**src/rtl/ncad_pkg.sv**
```systemverilog
// Package: command codes, bus timing and request types for the NAND host sequencer
package ncad_pkg;

  // ==========================================================
  // Timing
  localparam int CLK_MHZ    = 100;
  localparam int T_CLS_NS   = 12;
  localparam int T_WP_NS    = 12;
  localparam int T_WH_NS    = 10;
  localparam int T_ADL_NS   = 100;
  localparam int T_RP_NS    = 30;
  localparam int T_REH_NS   = 10;
  localparam int T_WB_NS    = 100;
  localparam int T_CLS_CYC  = (T_CLS_NS * CLK_MHZ + 999) / 1000;
  localparam int T_WP_CYC   = (T_WP_NS * CLK_MHZ + 999) / 1000;
  localparam int T_WH_CYC   = (T_WH_NS * CLK_MHZ + 999) / 1000;
  localparam int T_ADL_CYC  = (T_ADL_NS * CLK_MHZ + 999) / 1000;
  localparam int T_RP_CYC   = (T_RP_NS * CLK_MHZ + 999) / 1000;
  localparam int T_REH_CYC  = (T_REH_NS * CLK_MHZ + 999) / 1000;
  localparam int T_WB_CYC   = (T_WB_NS * CLK_MHZ + 999) / 1000;

  // ==========================================================
  // Geometry
  localparam logic [11:0] PAGE_BYTES = 12'h840;
  localparam logic [11:0] SPARE_COL  = 12'h800;

  // ==========================================================
  // Command bytes
  localparam logic [7:0] CMD_READ      = 8'h00;
  localparam logic [7:0] CMD_READ_GO   = 8'h30;
  localparam logic [7:0] CMD_CB_READ   = 8'h35;
  localparam logic [7:0] CMD_READ_ID   = 8'h90;
  localparam logic [7:0] CMD_RESET     = 8'hFF;
  localparam logic [7:0] CMD_UNLOCK_LO = 8'h23;
  localparam logic [7:0] CMD_UNLOCK_HI = 8'h24;
  localparam logic [7:0] CMD_LOCK      = 8'h2A;
  localparam logic [7:0] CMD_LOCK_T    = 8'h2C;
  localparam logic [7:0] CMD_LOCK_STAT = 8'h7A;
  localparam logic [7:0] CMD_PROG      = 8'h80;
  localparam logic [7:0] CMD_PROG_GO   = 8'h10;
  localparam logic [7:0] CMD_CB_PROG   = 8'h85;
  localparam logic [7:0] CMD_ERASE     = 8'h60;
  localparam logic [7:0] CMD_ERASE_GO  = 8'hD0;
  localparam logic [7:0] CMD_RAND_OUT  = 8'h05;
  localparam logic [7:0] CMD_RAND_GO   = 8'hE0;
  localparam logic [7:0] CMD_STATUS    = 8'h70;
  localparam logic [7:0] CMD_CACHE_GO  = 8'h15;
  localparam logic [7:0] CMD_CACHE_RD  = 8'h31;
  localparam logic [7:0] CMD_CACHE_END = 8'h3F;

  // ==========================================================
  // Types
  typedef enum logic [4:0] {
    OP_READ = 5'h00, OP_CB_READ = 5'h01, OP_READ_ID = 5'h02, OP_RESET = 5'h03,
    OP_UNLOCK = 5'h04, OP_LOCK = 5'h05, OP_LOCK_TIGHT = 5'h06, OP_LOCK_STAT = 5'h07,
    OP_PROG = 5'h08, OP_CB_PROG = 5'h09, OP_ERASE = 5'h0A, OP_RAND_IN = 5'h0B,
    OP_RAND_OUT = 5'h0C, OP_STATUS = 5'h0D, OP_CACHE_PROG = 5'h0E,
    OP_CACHE_READ = 5'h0F, OP_CACHE_LAST = 5'h10
  } ncad_op_e;

  typedef enum logic [2:0] {
    AK_NONE = 3'h0, AK_ONE = 3'h1, AK_COL2 = 3'h2, AK_ROW2 = 3'h3, AK_FULL = 3'h4
  } ncad_addr_e;

  typedef enum logic [3:0] {
    ST_IDLE = 4'h0, ST_CMD1 = 4'h1, ST_ADDR = 4'h2, ST_GAP = 4'h3, ST_WDATA = 4'h4,
    ST_CMD2 = 4'h5, ST_ADDR2 = 4'h6, ST_WAITB = 4'h7, ST_BUSY = 4'h8,
    ST_RDATA = 4'h9, ST_DONE = 4'hA
  } ncad_st_e;

  typedef enum logic [1:0] {
    BC_IDLE = 2'b00, BC_SETUP = 2'b01, BC_LOW = 2'b10, BC_HIGH = 2'b11
  } ncad_bc_e;

  typedef struct packed {
    ncad_op_e    op;
    logic [11:0] col;
    logic [9:0]  block;
    logic [5:0]  page;
    logic [9:0]  block_end;
    logic [11:0] len;
  } ncad_req_s;

  typedef struct packed {
    logic [7:0] cmd1;
    logic       has_cmd2;
    logic [7:0] cmd2;
    ncad_addr_e ak;
    logic       addr2;
    logic       wr;
    logic       rd;
    logic       waitb;
    logic       busy_ok;
  } ncad_info_s;

  typedef struct packed {
    logic       rd;
    logic       cle;
    logic       ale;
    logic [7:0] data;
  } ncad_cyc_s;

  function automatic ncad_info_s ncad_op_info(input ncad_op_e op);
    ncad_info_s i;
    i = '{CMD_STATUS, 1'b0, CMD_READ, AK_NONE, 1'b0, 1'b0, 1'b0, 1'b0, 1'b0};
    case (op)
      OP_READ:       i = '{CMD_READ, 1'b1, CMD_READ_GO, AK_FULL, 1'b0, 1'b0, 1'b1, 1'b1, 1'b0};
      OP_CB_READ:    i = '{CMD_READ, 1'b1, CMD_CB_READ, AK_FULL, 1'b0, 1'b0, 1'b0, 1'b1, 1'b0};
      OP_READ_ID:    i = '{CMD_READ_ID, 1'b0, CMD_READ, AK_ONE, 1'b0, 1'b0, 1'b1, 1'b0, 1'b0};
      OP_RESET:      i = '{CMD_RESET, 1'b0, CMD_READ, AK_NONE, 1'b0, 1'b0, 1'b0, 1'b1, 1'b1};
      OP_UNLOCK:     i = '{CMD_UNLOCK_LO, 1'b1, CMD_UNLOCK_HI, AK_ROW2, 1'b1, 1'b0, 1'b0, 1'b0, 1'b0};
      OP_LOCK:       i = '{CMD_LOCK, 1'b0, CMD_READ, AK_NONE, 1'b0, 1'b0, 1'b0, 1'b0, 1'b0};
      OP_LOCK_TIGHT: i = '{CMD_LOCK_T, 1'b0, CMD_READ, AK_NONE, 1'b0, 1'b0, 1'b0, 1'b0, 1'b0};
      OP_LOCK_STAT:  i = '{CMD_LOCK_STAT, 1'b0, CMD_READ, AK_ROW2, 1'b0, 1'b0, 1'b1, 1'b0, 1'b1};
      OP_PROG:       i = '{CMD_PROG, 1'b1, CMD_PROG_GO, AK_FULL, 1'b0, 1'b1, 1'b0, 1'b1, 1'b0};
      OP_CB_PROG:    i = '{CMD_CB_PROG, 1'b1, CMD_PROG_GO, AK_FULL, 1'b0, 1'b1, 1'b0, 1'b1, 1'b0};
      OP_ERASE:      i = '{CMD_ERASE, 1'b1, CMD_ERASE_GO, AK_ROW2, 1'b0, 1'b0, 1'b0, 1'b1, 1'b0};
      OP_RAND_IN:    i = '{CMD_CB_PROG, 1'b0, CMD_READ, AK_COL2, 1'b0, 1'b1, 1'b0, 1'b0, 1'b0};
      OP_RAND_OUT:   i = '{CMD_RAND_OUT, 1'b1, CMD_RAND_GO, AK_COL2, 1'b0, 1'b0, 1'b1, 1'b0, 1'b0};
      OP_STATUS:     i = '{CMD_STATUS, 1'b0, CMD_READ, AK_NONE, 1'b0, 1'b0, 1'b1, 1'b0, 1'b1};
      OP_CACHE_PROG: i = '{CMD_PROG, 1'b1, CMD_CACHE_GO, AK_FULL, 1'b0, 1'b1, 1'b0, 1'b1, 1'b0};
      OP_CACHE_READ: i = '{CMD_CACHE_RD, 1'b0, CMD_READ, AK_NONE, 1'b0, 1'b0, 1'b1, 1'b1, 1'b0};
      OP_CACHE_LAST: i = '{CMD_CACHE_END, 1'b0, CMD_READ, AK_NONE, 1'b0, 1'b0, 1'b1, 1'b1, 1'b0};
      default:       i = '{CMD_STATUS, 1'b0, CMD_READ, AK_NONE, 1'b0, 1'b0, 1'b0, 1'b0, 1'b0};
    endcase
    return i;
  endfunction : ncad_op_info

endpackage : ncad_pkg

```
**src/rtl/ncad_bus_cycle.sv**
```systemverilog
// Bus cycle engine: one command, address, data-in or data-out cycle on the NAND pins
`timescale 1ns/10ps
module ncad_bus_cycle
  import ncad_pkg::*;
(
  input  wire logic       clk,
  input  wire logic       sys_rst,
  input  wire logic       start,
  input  wire ncad_cyc_s  cyc,
  input  wire logic       sel,
  input  wire logic [7:0] nand_io_i,
  output logic            nand_ce_n,
  output logic            nand_cle,
  output logic            nand_ale,
  output logic            nand_we_n,
  output logic            read_strobe_n,
  output logic [7:0]      nand_io_o,
  output logic            nand_io_oe,
  output logic [7:0]      rd_data,
  output logic            rd_valid,
  output logic            done
);

  ncad_bc_e   st_q, st_d;
  logic [3:0] cnt_q, cnt_d;
  logic       rd_q, rd_d, ce_n_d, cle_d, ale_d, we_n_d, re_n_d, oe_d, rvld_d, done_d;
  logic [7:0] io_d, rdat_d;

  // ==========================================================
  // Next state
  always_comb begin
    st_d   = st_q;
    cnt_d  = cnt_q;
    rd_d   = rd_q;
    ce_n_d = ~sel;
    cle_d  = nand_cle;
    ale_d  = nand_ale;
    we_n_d = nand_we_n;
    re_n_d = read_strobe_n;
    io_d   = nand_io_o;
    oe_d   = nand_io_oe;
    rdat_d = rd_data;
    rvld_d = 1'b0;
    done_d = 1'b0;
    case (st_q)
      BC_IDLE: if (start) begin
        rd_d  = cyc.rd;
        cle_d = cyc.cle;
        ale_d = cyc.ale;
        io_d  = cyc.data;
        oe_d  = ~cyc.rd;
        if (cyc.rd) begin
          re_n_d = 1'b0;
          cnt_d  = 4'(T_RP_CYC - 1);
          st_d   = BC_LOW;
        end else begin
          cnt_d = 4'(T_CLS_CYC - 1);
          st_d  = BC_SETUP;
        end
      end
      BC_SETUP: if (cnt_q == 4'h0) begin
        we_n_d = 1'b0;
        cnt_d  = 4'(T_WP_CYC - 1);
        st_d   = BC_LOW;
      end else begin
        cnt_d = cnt_q - 4'h1;
      end
      BC_LOW: if (cnt_q == 4'h0) begin
        we_n_d = 1'b1;
        re_n_d = 1'b1;
        st_d   = BC_HIGH;
        if (rd_q) begin
          rdat_d = nand_io_i;
          rvld_d = 1'b1;
          cnt_d  = 4'(T_REH_CYC - 1);
        end else begin
          cnt_d = 4'(T_WH_CYC - 1);
        end
      end else begin
        cnt_d = cnt_q - 4'h1;
      end
      BC_HIGH: if (cnt_q == 4'h0) begin
        // Latch selects held past the rising strobe for hold time
        cle_d  = 1'b0;
        ale_d  = 1'b0;
        oe_d   = 1'b0;
        done_d = 1'b1;
        st_d   = BC_IDLE;
      end else begin
        cnt_d = cnt_q - 4'h1;
      end
      default: st_d = BC_IDLE;
    endcase
  end

  // ==========================================================
  // Registers
  always_ff @(posedge clk or posedge sys_rst) begin
    if (sys_rst) begin
      st_q <= BC_IDLE;
      cnt_q <= 4'h0;
      rd_q <= 1'b0;
      nand_ce_n <= 1'b1;
      nand_cle <= 1'b0;
      nand_ale <= 1'b0;
      nand_we_n <= 1'b1;
      read_strobe_n <= 1'b1;
      nand_io_o <= 8'h00;
      nand_io_oe <= 1'b0;
      rd_data <= 8'h00;
      rd_valid <= 1'b0;
      done <= 1'b0;
    end else begin
      st_q <= st_d;
      cnt_q <= cnt_d;
      rd_q <= rd_d;
      nand_ce_n <= ce_n_d;
      nand_cle <= cle_d;
      nand_ale <= ale_d;
      nand_we_n <= we_n_d;
      read_strobe_n <= re_n_d;
      nand_io_o <= io_d;
      nand_io_oe <= oe_d;
      rd_data <= rdat_d;
      rd_valid <= rvld_d;
      done <= done_d;
    end
  end

  // ==========================================================
  // Checks
  property p_we_width;
    @(posedge clk) disable iff (sys_rst) $fell(nand_we_n) |=> !nand_we_n ##1 nand_we_n;
  endproperty
  a_we_width: assert property (p_we_width) else $error("write strobe width wrong");

  property p_re_sample;
    @(posedge clk) disable iff (sys_rst) $fell(read_strobe_n) |-> ##3 (rd_valid && read_strobe_n);
  endproperty
  a_re_sample: assert property (p_re_sample) else $error("read byte not taken");

endmodule : ncad_bus_cycle

```
**src/rtl/ncad_host.sv**
```systemverilog
// NAND host sequencer: turns operation requests into command/address/data bus cycles
//
// Behaviour
// - Row bytes carry page in A12-A17 and block in A18-A27, cycles three and four of a full address, one and two of a row-only address.
// - Second column address cycle drives the upper four bus lines low.
// - Each byte is taken on the write strobe rising edge with chip select low.
// - Command latch high marks commands, address latch high addresses, both low data.
// - Two-cycle commands send setup byte, then execution byte that starts the operation.
`timescale 1ns/10ps
module ncad_host
  import ncad_pkg::*;
(
  input  wire logic       clk,
  input  wire logic       sys_rst,
  input  wire logic       req_valid,
  input  wire ncad_req_s  req,
  output logic            req_ready,
  output logic            req_ack,
  input  wire logic [7:0] wr_data,
  input  wire logic       wr_valid,
  output logic            wr_ack,
  output logic [7:0]      rd_data,
  output logic            rd_valid,
  output logic            op_done,
  output logic            nand_ce_n,
  output logic            nand_cle,
  output logic            nand_ale,
  output logic            nand_we_n,
  output logic            read_strobe_n,
  output logic            nand_wp_n,
  output logic [7:0]      nand_io_o,
  output logic            nand_io_oe,
  input  wire logic [7:0] nand_io_i,
  input  wire logic       nand_rb
);

  ncad_st_e    st_q, st_d, nxt_busy, nxt_cmd2, nxt_addr;
  ncad_req_s   req_q, req_d;
  ncad_info_s  info_q, info_d, info_in;
  ncad_cyc_s   cyc;
  logic        pend_q, pend_d, start, bc_done, cyc_st, acc_ok;
  logic        rdy_d, ack_d, wack_d, done_d;
  logic [1:0]  idx_q, idx_d, last_idx;
  logic [11:0] left_q, left_d;
  logic [3:0]  wait_q, wait_d;
  logic [15:0] row, row_end;

  assign info_in = ncad_op_info(req.op);
  // Busy device only takes commands it can answer mid-operation
  assign acc_ok  = nand_rb || info_in.busy_ok;
  assign row     = {req_q.block, req_q.page};
  assign row_end = {req_q.block_end, 6'h00};
  assign last_idx = (info_q.ak == AK_FULL) ? 2'd3 : (info_q.ak == AK_ONE) ? 2'd0 : 2'd1;

  // ==========================================================
  // Sequencer
  always_comb begin
    st_d   = st_q;
    req_d  = req_q;
    info_d = info_q;
    idx_d  = idx_q;
    left_d = left_q;
    wait_d = wait_q;
    ack_d  = 1'b0;
    wack_d = 1'b0;
    done_d = 1'b0;
    cyc    = '{1'b0, 1'b0, 1'b0, 8'h00};
    nxt_busy = (info_q.rd && left_q != 12'h000) ? ST_GAP : ST_DONE;
    nxt_cmd2 = info_q.addr2 ? ST_ADDR2 : info_q.waitb ? ST_WAITB : nxt_busy;
    nxt_addr = (info_q.wr && left_q != 12'h000) ? ST_GAP :
               info_q.has_cmd2 ? ST_CMD2 : info_q.waitb ? ST_WAITB : nxt_busy;
    case (st_q)
      ST_IDLE: if (req_valid && req_ready && acc_ok) begin
        req_d  = req;
        info_d = info_in;
        // Cap the transfer at PAGE_BYTES bytes, whatever the start column
        left_d = (req.len > PAGE_BYTES) ? PAGE_BYTES : req.len;
        idx_d  = 2'd0;
        ack_d  = 1'b1;
        st_d   = ST_CMD1;
      end
      ST_CMD1: begin
        cyc = '{1'b0, 1'b1, 1'b0, info_q.cmd1};
        if (bc_done) begin
          st_d = (info_q.ak != AK_NONE) ? ST_ADDR : nxt_addr;
        end
      end
      ST_ADDR: begin
        cyc.ale = 1'b1;
        case (idx_q)
          2'd0: cyc.data = (info_q.ak == AK_ROW2) ? row[7:0] :
                           (info_q.ak == AK_ONE) ? 8'h00 : req_q.col[7:0];
          2'd1: cyc.data = (info_q.ak == AK_ROW2) ? row[15:8] : {4'h0, req_q.col[11:8]};
          2'd2: cyc.data = row[7:0];
          default: cyc.data = row[15:8];
        endcase
        if (bc_done) begin
          idx_d = idx_q + 2'd1;
          if (idx_q == last_idx) begin
            idx_d = 2'd0;
            st_d  = nxt_addr;
          end
        end
      end
      ST_GAP: if (wait_q == 4'(T_ADL_CYC - 1)) begin
        wait_d = 4'h0;
        st_d   = info_q.wr ? ST_WDATA : ST_RDATA;
      end else begin
        wait_d = wait_q + 4'h1;
      end
      ST_WDATA: begin
        cyc.data = wr_data;
        if (bc_done) begin
          left_d = left_q - 12'h001;
          if (left_q == 12'h001) begin
            st_d = info_q.has_cmd2 ? ST_CMD2 : ST_DONE;
          end
        end
      end
      ST_CMD2: begin
        cyc = '{1'b0, 1'b1, 1'b0, info_q.cmd2};
        if (bc_done) begin
          st_d = nxt_cmd2;
        end
      end
      ST_ADDR2: begin
        cyc = '{1'b0, 1'b0, 1'b1, (idx_q == 2'd0) ? row_end[7:0] : row_end[15:8]};
        if (bc_done) begin
          idx_d = idx_q + 2'd1;
          if (idx_q == 2'd1) begin
            st_d = ST_DONE;
          end
        end
      end
      ST_WAITB: if (wait_q == 4'(T_WB_CYC - 1)) begin
        // Ready/busy needs time to fall after the last strobe
        wait_d = 4'h0;
        st_d   = ST_BUSY;
      end else begin
        wait_d = wait_q + 4'h1;
      end
      ST_BUSY: if (nand_rb) begin
        st_d = nxt_busy;
      end
      ST_RDATA: begin
        cyc.rd = 1'b1;
        if (bc_done) begin
          left_d = left_q - 12'h001;
          if (left_q == 12'h001) begin
            st_d = ST_DONE;
          end
        end
      end
      ST_DONE: begin
        done_d = 1'b1;
        st_d   = ST_IDLE;
      end
      default: st_d = ST_IDLE;
    endcase
    cyc_st = (st_q == ST_CMD1) || (st_q == ST_ADDR) || (st_q == ST_WDATA) ||
             (st_q == ST_CMD2) || (st_q == ST_ADDR2) || (st_q == ST_RDATA);
    start  = cyc_st && !pend_q && !(st_q == ST_WDATA && !wr_valid);
    wack_d = start && (st_q == ST_WDATA);
    pend_d = bc_done ? 1'b0 : (pend_q || start);
    rdy_d  = (st_d == ST_IDLE);
  end

  always_ff @(posedge clk or posedge sys_rst) begin
    if (sys_rst) begin
      st_q <= ST_IDLE;
      req_q <= '0;
      info_q <= '0;
      idx_q <= 2'd0;
      left_q <= 12'h000;
      wait_q <= 4'h0;
      pend_q <= 1'b0;
      req_ready <= 1'b0;
      req_ack <= 1'b0;
      wr_ack <= 1'b0;
      op_done <= 1'b0;
      nand_wp_n <= 1'b0;
    end else begin
      st_q <= st_d;
      req_q <= req_d;
      info_q <= info_d;
      idx_q <= idx_d;
      left_q <= left_d;
      wait_q <= wait_d;
      pend_q <= pend_d;
      req_ready <= rdy_d;
      req_ack <= ack_d;
      wr_ack <= wack_d;
      op_done <= done_d;
      // Write protect held only while in reset
      nand_wp_n <= 1'b1;
    end
  end

  ncad_bus_cycle u_bus (
    .clk           (clk),
    .sys_rst       (sys_rst),
    .start         (start),
    .cyc           (cyc),
    .sel           (st_d != ST_IDLE),
    .nand_io_i     (nand_io_i),
    .nand_ce_n     (nand_ce_n),
    .nand_cle      (nand_cle),
    .nand_ale      (nand_ale),
    .nand_we_n     (nand_we_n),
    .read_strobe_n (read_strobe_n),
    .nand_io_o     (nand_io_o),
    .nand_io_oe    (nand_io_oe),
    .rd_data       (rd_data),
    .rd_valid      (rd_valid),
    .done          (bc_done)
  );

  // ==========================================================
  // Checks
  property p_row_block;
    @(posedge clk) disable iff (sys_rst)
      (st_q == ST_ADDR && info_q.ak == AK_FULL && idx_q == 2'd3 && !nand_we_n)
      |-> nand_io_o == req_q.block[9:2];
  endproperty
  a_row_block: assert property (p_row_block) else $error("fourth address byte wrong");

  property p_col_hi;
    @(posedge clk) disable iff (sys_rst)
      (st_q == ST_ADDR && idx_q == 2'd1 && info_q.ak inside {AK_FULL, AK_COL2} && !nand_we_n)
      |-> nand_io_o[7:4] == 4'h0;
  endproperty
  a_col_hi: assert property (p_col_hi) else $error("upper column lines not low");

  property p_we_ce;
    @(posedge clk) disable iff (sys_rst) !nand_we_n |-> !nand_ce_n && nand_io_oe;
  endproperty
  a_we_ce: assert property (p_we_ce) else $error("write strobe without select");

  property p_cmd1;
    @(posedge clk) disable iff (sys_rst)
      (st_q == ST_CMD1 && !nand_we_n) |-> nand_cle && !nand_ale && nand_io_o == info_q.cmd1;
  endproperty
  a_cmd1: assert property (p_cmd1) else $error("setup command cycle wrong");

  property p_cmd2;
    @(posedge clk) disable iff (sys_rst)
      (st_q == ST_CMD2 && !nand_we_n) |-> nand_cle && nand_io_o == info_q.cmd2;
  endproperty
  a_cmd2: assert property (p_cmd2) else $error("execution command cycle wrong");

  property p_exec_then_wait;
    @(posedge clk) disable iff (sys_rst)
      (st_q == ST_CMD2 && bc_done && !info_q.addr2 && info_q.waitb) |=> st_q == ST_WAITB;
  endproperty
  a_exec_then_wait: assert property (p_exec_then_wait) else $error("no wait after execute");

  property p_refuse_busy;
    @(posedge clk) disable iff (sys_rst)
      (st_q == ST_IDLE && req_valid && !acc_ok) |=> st_q == ST_IDLE && !req_ack;
  endproperty
  a_refuse_busy: assert property (p_refuse_busy) else $error("command taken while busy");

  property p_busy_wait;
    @(posedge clk) disable iff (sys_rst)
      st_q == ST_BUSY |=> (st_q == ST_BUSY) == !$past(nand_rb);
  endproperty
  a_busy_wait: assert property (p_busy_wait) else $error("busy wait mismatch");

  property p_page_len;
    @(posedge clk) disable iff (sys_rst) st_q != ST_IDLE |-> left_q <= PAGE_BYTES;
  endproperty
  a_page_len: assert property (p_page_len) else $error("transfer longer than page");

  c_read:   cover property (@(posedge clk) st_q == ST_RDATA && bc_done && left_q == 12'h001);
  c_prog:   cover property (@(posedge clk) st_q == ST_BUSY && info_q.wr && nand_rb);
  c_refuse: cover property (@(posedge clk) st_q == ST_IDLE && req_valid && !acc_ok);

endmodule : ncad_host

```
**config.mk**
```make
export PLATFORM = sky130hd
export DESIGN_NAME = ncad_host
export DESIGN_NICKNAME = d
export VERILOG_FILES = /design/src/rtl/ncad_pkg.sv /design/src/rtl/ncad_bus_cycle.sv /design/src/rtl/ncad_host.sv
export SDC_FILE = /design/constraint.sdc
export NUM_CORES = 1
export LEC_CHECK = 0
export BUFFER_PORTS_ARGS = -buffer_cell sky130_fd_sc_hd__buf_2
export CAP_MARGIN = 20
export CELL_PAD_IN_SITES_DETAIL_PLACEMENT = 0
export CELL_PAD_IN_SITES_GLOBAL_PLACEMENT = 2
export CORE_ASPECT_RATIO = 0.75
export CORE_MARGIN = 3
export CORE_UTILIZATION = 37
export DETAILED_ROUTE_END_ITERATION = 12
export PLACE_DENSITY = 0.86
export SLEW_MARGIN = 20
export SYNTH_ARGS = -nofsm -noshare
export SYNTH_HDL_FRONTEND = slang
export SYNTH_SLANG_ARGS = --single-unit
```
**constraint.sdc**
```tcl
create_clock -name clk -period 7.15 [get_ports clk]
set_input_delay 1.43 -clock clk [delete_from_list [all_inputs] [get_ports clk]]
set_output_delay 1.43 -clock clk [all_outputs]
set_load 0.02 [all_outputs]
```
* Word level (Yosys, flattened, before mapping)
Memories as Yosys holds them, arrays and structs flattened.
Index checks and enable logic that the tools add are counted.
** Storage, ports and cells
- Logic and storage cells :: 196
- Memories kept :: 1
- Input port bits :: 76
- Register bits after elaboration :: 121
- Output and inout port bits :: 28
- ROM bits :: 736
** Operators by class
- Add/subtract/negate cells :: 4
- Equality and inequality tests :: 31
- Reductions and logical operators :: 45
- Bitwise gates (word level) :: 2
- Order comparisons :: 1
- Multiplexer cells :: 77
** Memory list
- (name not given) :: depth 32, bits a word 23, read ports 1, clocked after memory_dff 0, write ports 0, line ncad_pkg.sv:106 : case (op)
** Operators by type and width (number)
- $mux W4 :: 27
- $pmux W4 S10 :: 1
- $pmux W8 S5 :: 1
- $mux W12 :: 3
- $mux W8 :: 4
- $pmux W12 S2 :: 1
- $pmux W8 S3 :: 1
- $mux W2 :: 11
- $mux W1 :: 20
- $eq A4 B3 Y1 const B :: 4
- $eq A4 B4 Y1 const B :: 4
- $pmux W4 S4 :: 1
- $ne A2 B1 Y1 const B :: 7
- $eq A12 B1 Y1 const B :: 1
- $gt A12 B12 Y1 const B :: 1
- $logic_not A4 Y1 :: 3
- $reduce_and A3 Y1 :: 4
- $reduce_and A4 Y1 :: 3
- $reduce_bool A12 Y1 :: 1
- $sub A12 B1 Y12 const B :: 1
- $pmux W1 S2 :: 5
- $eq A4 B2 Y1 const B :: 2
- $logic_and A1 B1 Y1 :: 8
- $pmux W2 S4 :: 1
- 21 further kinds :: 45

* Logic depth before layout (Yosys ltp)
Gate-level depths: netlist of the first run.
- Word-level depth :: 11
- Gate-level depth with buffers :: 11
- Gate-level depth less buffers :: 9

* Modules after synthesis
A second synthesis of the first run with hierarchy kept.
** Unflattened totals
- Cell total of the unflattened synthesis :: 742
- Area total of the unflattened synthesis :: 6656.4 sq um
** By module, submodules not included
- ncad_host :: seq. area each 2177.1 sq um, area each 5149.9 sq um, cells an instance 625, instances 1
- ncad_bus_cycle :: seq. area each 779.5 sq um, area each 1506.4 sq um, cells an instance 117, instances 1

* Worst setup path after synthesis of the first run
No wires, ideal clock.
- Path kind :: input -> register
- From :: input port req[51] in the netlist's numbering
- To :: register req_ready
- Required time :: 7.043 ns
- Arrival :: 3.195 ns
- Path slack :: 3.848 ns
- Stages :: 11
- Path buffers :: 2
- Setup time :: 0.107 ns
- Cell sequence :: clkbuf_1 > inv_1 > ha_1 > nand2_1 > o22ai_1 > o2111ai_2 > inv_1 > buf_2 > a221oi_1 > nand4_1 > nor4b_2
** On the way
- Word-level cells in the longest chain between the ends :: 6
** RTL lines
- from (decl) :: line ncad_host.sv:16 : input wire ncad_req_s req,
- $mem_v2 Z32 W23
- $logic_or A1 B1 Y1 :: line ncad_host.sv:50 : assign acc_ok = nand_rb || info_in.busy_ok;
- $logic_and A1 B1 Y1 :: line ncad_host.sv:73 : ST_IDLE: if (req_valid && req_ready && acc_ok) begin
- $mux W4 :: line ncad_host.sv:73
- $pmux W4 S10 :: line ncad_host.sv:72 : case (st_q)
- via st_d[0] :: line ncad_host.sv:37 : ncad_st_e st_q, st_d, nxt_busy, nxt_cmd2, nxt_addr;
- $logic_not A4 Y1 :: line ncad_host.sv:165 : rdy_d = (st_d == ST_IDLE);
- via rdy_d :: line ncad_host.sv:42 : logic rdy_d, ack_d, wack_d, done_d;
- to (signal assigned) :: line ncad_host.sv:190 : req_ready <= rdy_d;
- to (decl) :: line ncad_host.sv:17 : output logic req_ready,
The timed path passes the listed nets, and every way through them passes these cells.
A chain may end at the register's enable or synchronous reset.

* Worst setup path in the final report of the first run
- From :: input port req[51] in the netlist's numbering
- To :: register left_q[10]
** On the way
- Word-level cells in the longest chain between the ends :: 5
** RTL lines
- $mem_v2 Z32 W23
- $logic_or A1 B1 Y1 :: line ncad_host.sv:50
- $logic_and A1 B1 Y1 :: line ncad_host.sv:73
- $ne A2 B2 Y1 (no source line)
- $reduce_and A3 Y1 (no source line)
- to (signal assigned) :: line ncad_host.sv:187 : left_q <= left_d;
- to (decl) :: line ncad_host.sv:44 : logic [11:0] left_q, left_d;
Every way passes these cells.

==> flow_summary.toml, run 1 <==
[timing]
min_period_ns = 4.10
whs_ns = 0.476
worst_pin_slew_ns = 0.946
clock.fmax_ghz = 0.244
slew_headroom_pct = 36.9
report.final.slew_viol_count = 0
tns_ns = 0
post-route-period-util_pct = 57.3
finalSetupViolations = 0
setup_ws_ns = 3.05
fin_skew_ns = 0.0107
rsz0062_at_grt = "no"
hold_violations = 0

[pwr]
p_leak_nw = 3.65
power_density_mw_per_mm2 = 402
peakVddDrop_uv = 135

[route]
wl_um = 18800
num_vias = 5893
ant_nets = 0
wl_per_cell_um = 17.4
route.detailed.drc = 0
dr.pass1.iters = 5
viasPerCell = 5.46
drt-initial-drc-count = 623

[die]
coreArea_mm2 = 0.0170
die_w_um = 159
initial_core_util_pct = 38.3
die_area_mm2 = 0.0193
ioPinCount = 104
die_h_um = 121
rows = 41

[cts]
path_clk_slew_ns = 0.05
cts_buffer_depth = 2
cts_root_buf = "clkbuf_16"
cts_hold_repair.buffers = 0
cts_resized = 0
clock_latency_ns = 0.42
cts_setup_buffers = 0
clock_sinks = 118
cts_tree = "built"
htreeDepth = 4
cts_made_buffers = 17

[logic_synthesis]
syn_inst = 748
ys_seq_elements = 118
synthTopCellsByArea = "dfrtp_1 (44%), nand2_1 (10%), o21ai_0 (4.2%), ha_1 (4.0%), a21oi_1 (3.0%)"
ys.flop_type = "dfrtp_1"
synth.top_cell.area_share_pct = 44.2
async_reset_ff_share_pct = 100
yosysUniqueCellTypes = 70
ys.warnings.count = 0
synth.top_cells.by_count = "nand2_1 (180), dfrtp_1 (115), o21ai_0 (55)"
synth.cell_area_mm2 = 0.00651
synth_edf_count = 0
synth_fp_nets = 845
yosys.cell_count.top_type = "nand2_1"
avgSynthCellArea_um2 = 8.71
synth_top_area_cell = "dfrtp_1"
ys_seq_area_share_pct = 45.4

[status]
outcome = "finished clean"

[global_route]
grt_overflow = 0
grt_pass1_vias = 5933
grt_use_total_pct = 20.3
grt_max_degree = 76
antenna_found_initial = 0
grt_pass1_wl_um = 31400

[worst_setup_path]
critical-path-top-delay-family = "compound AO/OA/AOI/OAI gates"
cp.arrival_ns = 4.43
max_stage_delay_ns = 0.79
worstSetupPathType = "primary input to flop"
path_buf_inv = 4
crit_chain = "buf_2, inv_1, ha_1, nand2_1, o22ai_1, o2111ai_4, buf_4, inv_1, a21oi_1, o21ai_0, o21ai_0"
cp.required_ns = 7.48
cp-end-kind = "flop"
path_max_fanout = 75
critPathSlowestCell = "a21oi_1"
cp-start-kind = "primary input"

[place]
place.gp.congestion = 0.866
hpwl_um = 13600
port_buffers = 103
dp.cells = 1050
pre_cts_ws_ns = 2.65
dpl-instance-area_mm2 = 0.00722

[final_layout]
area_delta_synth_final_pct = 19.9
nNetsFinal = 930
fill_cells = 1706
drive_above_1_share_pct = 19.4
instances_no_fill = 1080
design_area_mm2 = 0.00781
diodes = 0

[min_path]
min_path_type = "flop to flop"

[run]
max-cap-violations = 0
-- power breakdown --
group | leakage, nW | switching (W) | total, W | internal, W
combinational | 1.87 | 0.000659 | 0.00110 | 0.000437
clock | 0.289 | 0.000301 | 0.000862 | 0.000560
sequential | 1.49 | 0.000254 | 0.00118 | 0.000926
total | 3.65 | 0.00122 | 0.00314 | 0.00192
-- metrics by stage --
stage                     total power [W]  utilization [%]
after floorplan                   0.00192                -
after global placement            0.00223             42.4
after detailed placement          0.00226             42.4
after CTS                         0.00315             45.8
after global routing              0.00338             45.9
final                             0.00314             45.9
-- kinds of logic (layout without fill, tap and decap cells) --
group | Yosys count | in the layout | share of synthesized area, %
fa+ha+maj | 21 | 21 | 4.03
flops | 118 | 118 | 45.4
buf+inv | 73 | 169 | 4.40
mux | 16 | 16 | 2.73
xor+xnor | 2 | 2 | 0.269
compound gates | 211 | 211 | 22.1
other cells | 1 | 1 | 0.0576
simple gates | 306 | 306 | 21.0
-- area by class of cell --
cell class / count / area, um^2 / share of cell area [%]
Clock inverter: 9 / 126 / 1.62
Clock buffer: 21 / 460 / 5.90
Timing Repair Buffer: 108 / 553 / 7.08
Inverter: 31 / 119 / 1.52
Multi-Input combinational cell: 557 / 3300 / 42.2
Tap cell: 236 / 295 / 3.78
Sequential cell: 118 / 2960 / 37.9
-- state kept, by name, indices dropped and copies added, names as in the netlist, 2 cells and up --
name	flops
u_bus.nand_io_o	8
u_bus.st_q	2
left_q	12
st_q	4
info_q	21
req_q	38
u_bus.rd_data	8
u_bus.cnt_q	4
wait_q	4
idx_q	2
-- cells in the final DEF, fill, tap and decap left out, types with 17 or more instances in the layout --
cell type / synthesis / layout
nand2_1: 180 / 180
dfrtp_1: 115 / 115
buf_2: 10 / 103
o21ai_0: 55 / 55
nor2_1: 41 / 41
a21oi_1: 39 / 38
inv_1: 30 / 29
ha_1: 21 / 21
nor3_1: 17 / 17
clkbuf_16: 0 / 17
-- routing by layer --
layer	GRT usage, %	share of wire [%]	routed length, um	vias up
met1	29.6	49	9300	2836
li1	-	-	-	2836
met3	5.56	7.0	1320	19
met5	0	0	0	-
met4	6.78	1.0	190	0
met2	29.0	42	7970	202
-- worst min-delay path, cell delays in order, from the launching register on --
cell,delay [ns]
dfrtp_1,0.34
nand2_1,0.05
nand2_1,0.06
-- path summary, 6_finish.rpt --
kind                                  startpoint                     end  slack [ns]  cells past startpoint
min                        req_q[32]$_DFFE_PP0P_   req_q[32]$_DFFE_PP0P_        0.48                      2
max reg2reg                    st_q[3]$_DFF_PP0_  left_q[10]$_DFFE_PP0P_        3.95                      7
max in group asynchronous                sys_rst  info_q[14]$_DFFE_PP0P_        4.71                      3
max                                      req[51]  left_q[10]$_DFFE_PP0P_        3.05                     11
min reg2reg                req_q[32]$_DFFE_PP0P_   req_q[32]$_DFFE_PP0P_        0.48                      2
min in group asynchronous                sys_rst     nand_wp_n$_DFF_PP0_        1.12                      2
No activity file was read; power rests on OpenSTA's default activity.
==> inputs of run 2 (changes only) <==
--- a/config.mk
+++ b/config.mk
@@ -11,9 +11,9 @@
 export CELL_PAD_IN_SITES_GLOBAL_PLACEMENT = 2
 export CORE_ASPECT_RATIO = 0.75
 export CORE_MARGIN = 3
-export CORE_UTILIZATION = 37
+export CORE_UTILIZATION = 31
 export DETAILED_ROUTE_END_ITERATION = 12
-export PLACE_DENSITY = 0.86
+export PLACE_DENSITY = 0.77
 export SLEW_MARGIN = 20
 export SYNTH_ARGS = -nofsm -noshare
 export SYNTH_HDL_FRONTEND = slang
==> constraint.sdc (replaced) <==
create_clock -name clk -period 3.6 [get_ports clk]
set_input_delay 0.72 -clock clk [delete_from_list [all_inputs] [get_ports clk]]
set_output_delay 0.72 -clock clk [all_outputs]
set_load 0.02 [all_outputs]
==> run 2 against run 1 <==
Cell area up 1.7%. Final cell count up 5.2%. Largest cell class unchanged. Routed wire length up 0.69%. Utilization down 7.0 points.
==> flow_summary.toml, run 2 (synthesized netlist as in run 1, its figures left out) <==
[cts]
cts_resized = 0
cts_buffer_depth = 2
cts_hold_repair.buffers = 0
cts_tree = "built"
path_clk_slew_ns = 0.06
cts_made_buffers = 17
htreeDepth = 4
clock_sinks = 118
cts_setup_buffers = 0
cts_root_buf = "clkbuf_16"
clock_latency_ns = 0.42

[route]
viasPerCell = 5.06
num_vias = 5752
wl_um = 18900
route.detailed.drc = 0
dr.pass1.iters = 9
drt-initial-drc-count = 526
ant_nets = 0
wl_per_cell_um = 16.7

[global_route]
antenna_found_initial = 0
grt_pass1_wl_um = 30500
grt_use_total_pct = 16.6
grt_max_degree = 119
grt_pass1_vias = 5554
grt_overflow = 0

[pwr]
p_leak_nw = 3.67
power_density_mw_per_mm2 = 782
peakVddDrop_uv = 378

[worst_setup_path]
cp-end-kind = "flop"
r2r-end = "u_bus.nand_io_o[4]$_DFFE_PP0P_"
crit-reg2reg-launch = "st_q[0]$_DFF_PP0_"
cp.required_ns = 3.95
r2r_slack_ns = 0.92
path_max_fanout = 14
cp.arrival_ns = 3.04
reg2reg_depth = 7
cp-start-kind = "flop"
worstSetupPathType = "flop to flop"

[die]
die_h_um = 132
rows = 45
ioPinCount = 104
coreArea_mm2 = 0.0204
die_area_mm2 = 0.0228
initial_core_util_pct = 31.9
die_w_um = 173

[timing]
report.final.slew_viol_count = 0
hold_violations = 0
finalSetupViolations = 0
post-route-period-util_pct = 74.5
rsz0062_at_grt = "no"
clock.fmax_ghz = 0.373
fin_skew_ns = 0.00898
tns_ns = 0
setup_ws_ns = 0.916
min_period_ns = 2.68
slew_headroom_pct = 37.7
worst_pin_slew_ns = 0.928

[min_path]
min_path_type = "primary input to asynchronous set/reset pin"

[final_layout]
largest_reg_flops = 38
final_common_cell = "nand2_1"
regMostFlops = "req_q"
top_regs = "req_q (38), info_q (21), left_q (12)"
diodes = 0
area_delta_synth_final_pct = 21.9
layout_common_cells = "nand2_1 (180), dfrtp_1 (115), buf_2 (103), o21ai_0 (55), nor2_1 (41)"
drive_above_1_share_pct = 20.4
nNetsFinal = 938

[place]
port_buffers = 103
hpwl_um = 13500
pre_cts_ws_ns = 0.609
place.gp.congestion = 0.863

[run]
max-cap-violations = 0

[status]
outcome = "finished clean"
run 2: cell count changes in the layout (fill, tap and decap cells not counted):
cell	delta
buf_4	+7
clkinvlp_4	+5
clkinv_2	-4
clkinv_4	+4
a21oi_1	+1
a21oi_2	-1
buf_12	+1
bufinv_16	-1
clkbuf_1	-1
clkbuf_8	-1
inv_4	-1
inv_6	+1
run 2: metrics by stage:
| step | total power, W | util (%) | cell area [um^2] | hold slack (ns) | instances |
|---|---|---|---|---|---|
| floorplan | 0.00381 | - | 6520 | 0.440 | 748 |
| global placement | 0.00453 | 36.0 | 7350 | 0.459 | 1104 |
| detailed placement | 0.00452 | 36.0 | 7350 | 0.463 | 1104 |
| CTS | 0.00626 | 38.9 | 7940 | 0.459 | 1136 |
| global route | 0.00667 | 38.9 | 7940 | 0.475 | 1136 |
| finish | 0.00621 | 38.9 | 7940 | 0.439 | 1136 |
run 2: worst max-delay path: stages (launching register included):
cell and delay (ns):
dfrtp_1 0.65, a21oi_1 0.10, o32ai_2 0.33, nand3_1 0.12
buf_4 0.20, or4b_1 0.70, a21oi_1 0.35, a221o_1 0.16
run 2: final cells by class:
cell class,instances,area [um^2]
fill,2108,12500
multi-input combinational,557,3300
sequential,118,2960
timing repair buffer,116,626
clock buffer,19,443
tap,282,353
clock inverter,13,150
inverter,31,120
run 2: report_power, final:
part           internal, W  total, W  switching, W
Sequential         0.00184   0.00230      0.000460
Clock              0.00104   0.00170      0.000661
Combinational     0.000896   0.00221       0.00132
run 2: routing by layer:
layer,wire length [um],vias to the layer above,global-route usage (%)
met3,799,16,3.61
met2,7940,144,22.9
met1,9950,2730,25.7
li1,-,2862,-
met5,0,-,0
met4,220,0,4.73
run 2: worst max path at each step:
stage / end / slack (ns) / from / cells past startpoint
detailed placement: left_q[10]$_DFFE_PP0P_ / 0.61 / req[51] / 10
global placement: left_q[10]$_DFFE_PP0P_ / 0.70 / req[51] / 10
global route: u_bus.nand_io_o[6]$_DFFE_PP0P_ / 0.78 / st_q[0]$_DFF_PP0_ / 7
finish: u_bus.nand_io_o[4]$_DFFE_PP0P_ / 0.92 / st_q[0]$_DFF_PP0_ / 7
CTS: u_bus.nand_io_o[6]$_DFFE_PP0P_ / 0.95 / st_q[0]$_DFF_PP0_ / 7
floorplan: req_ready$_DFF_PP0_ / 1.01 / req[51] / 11
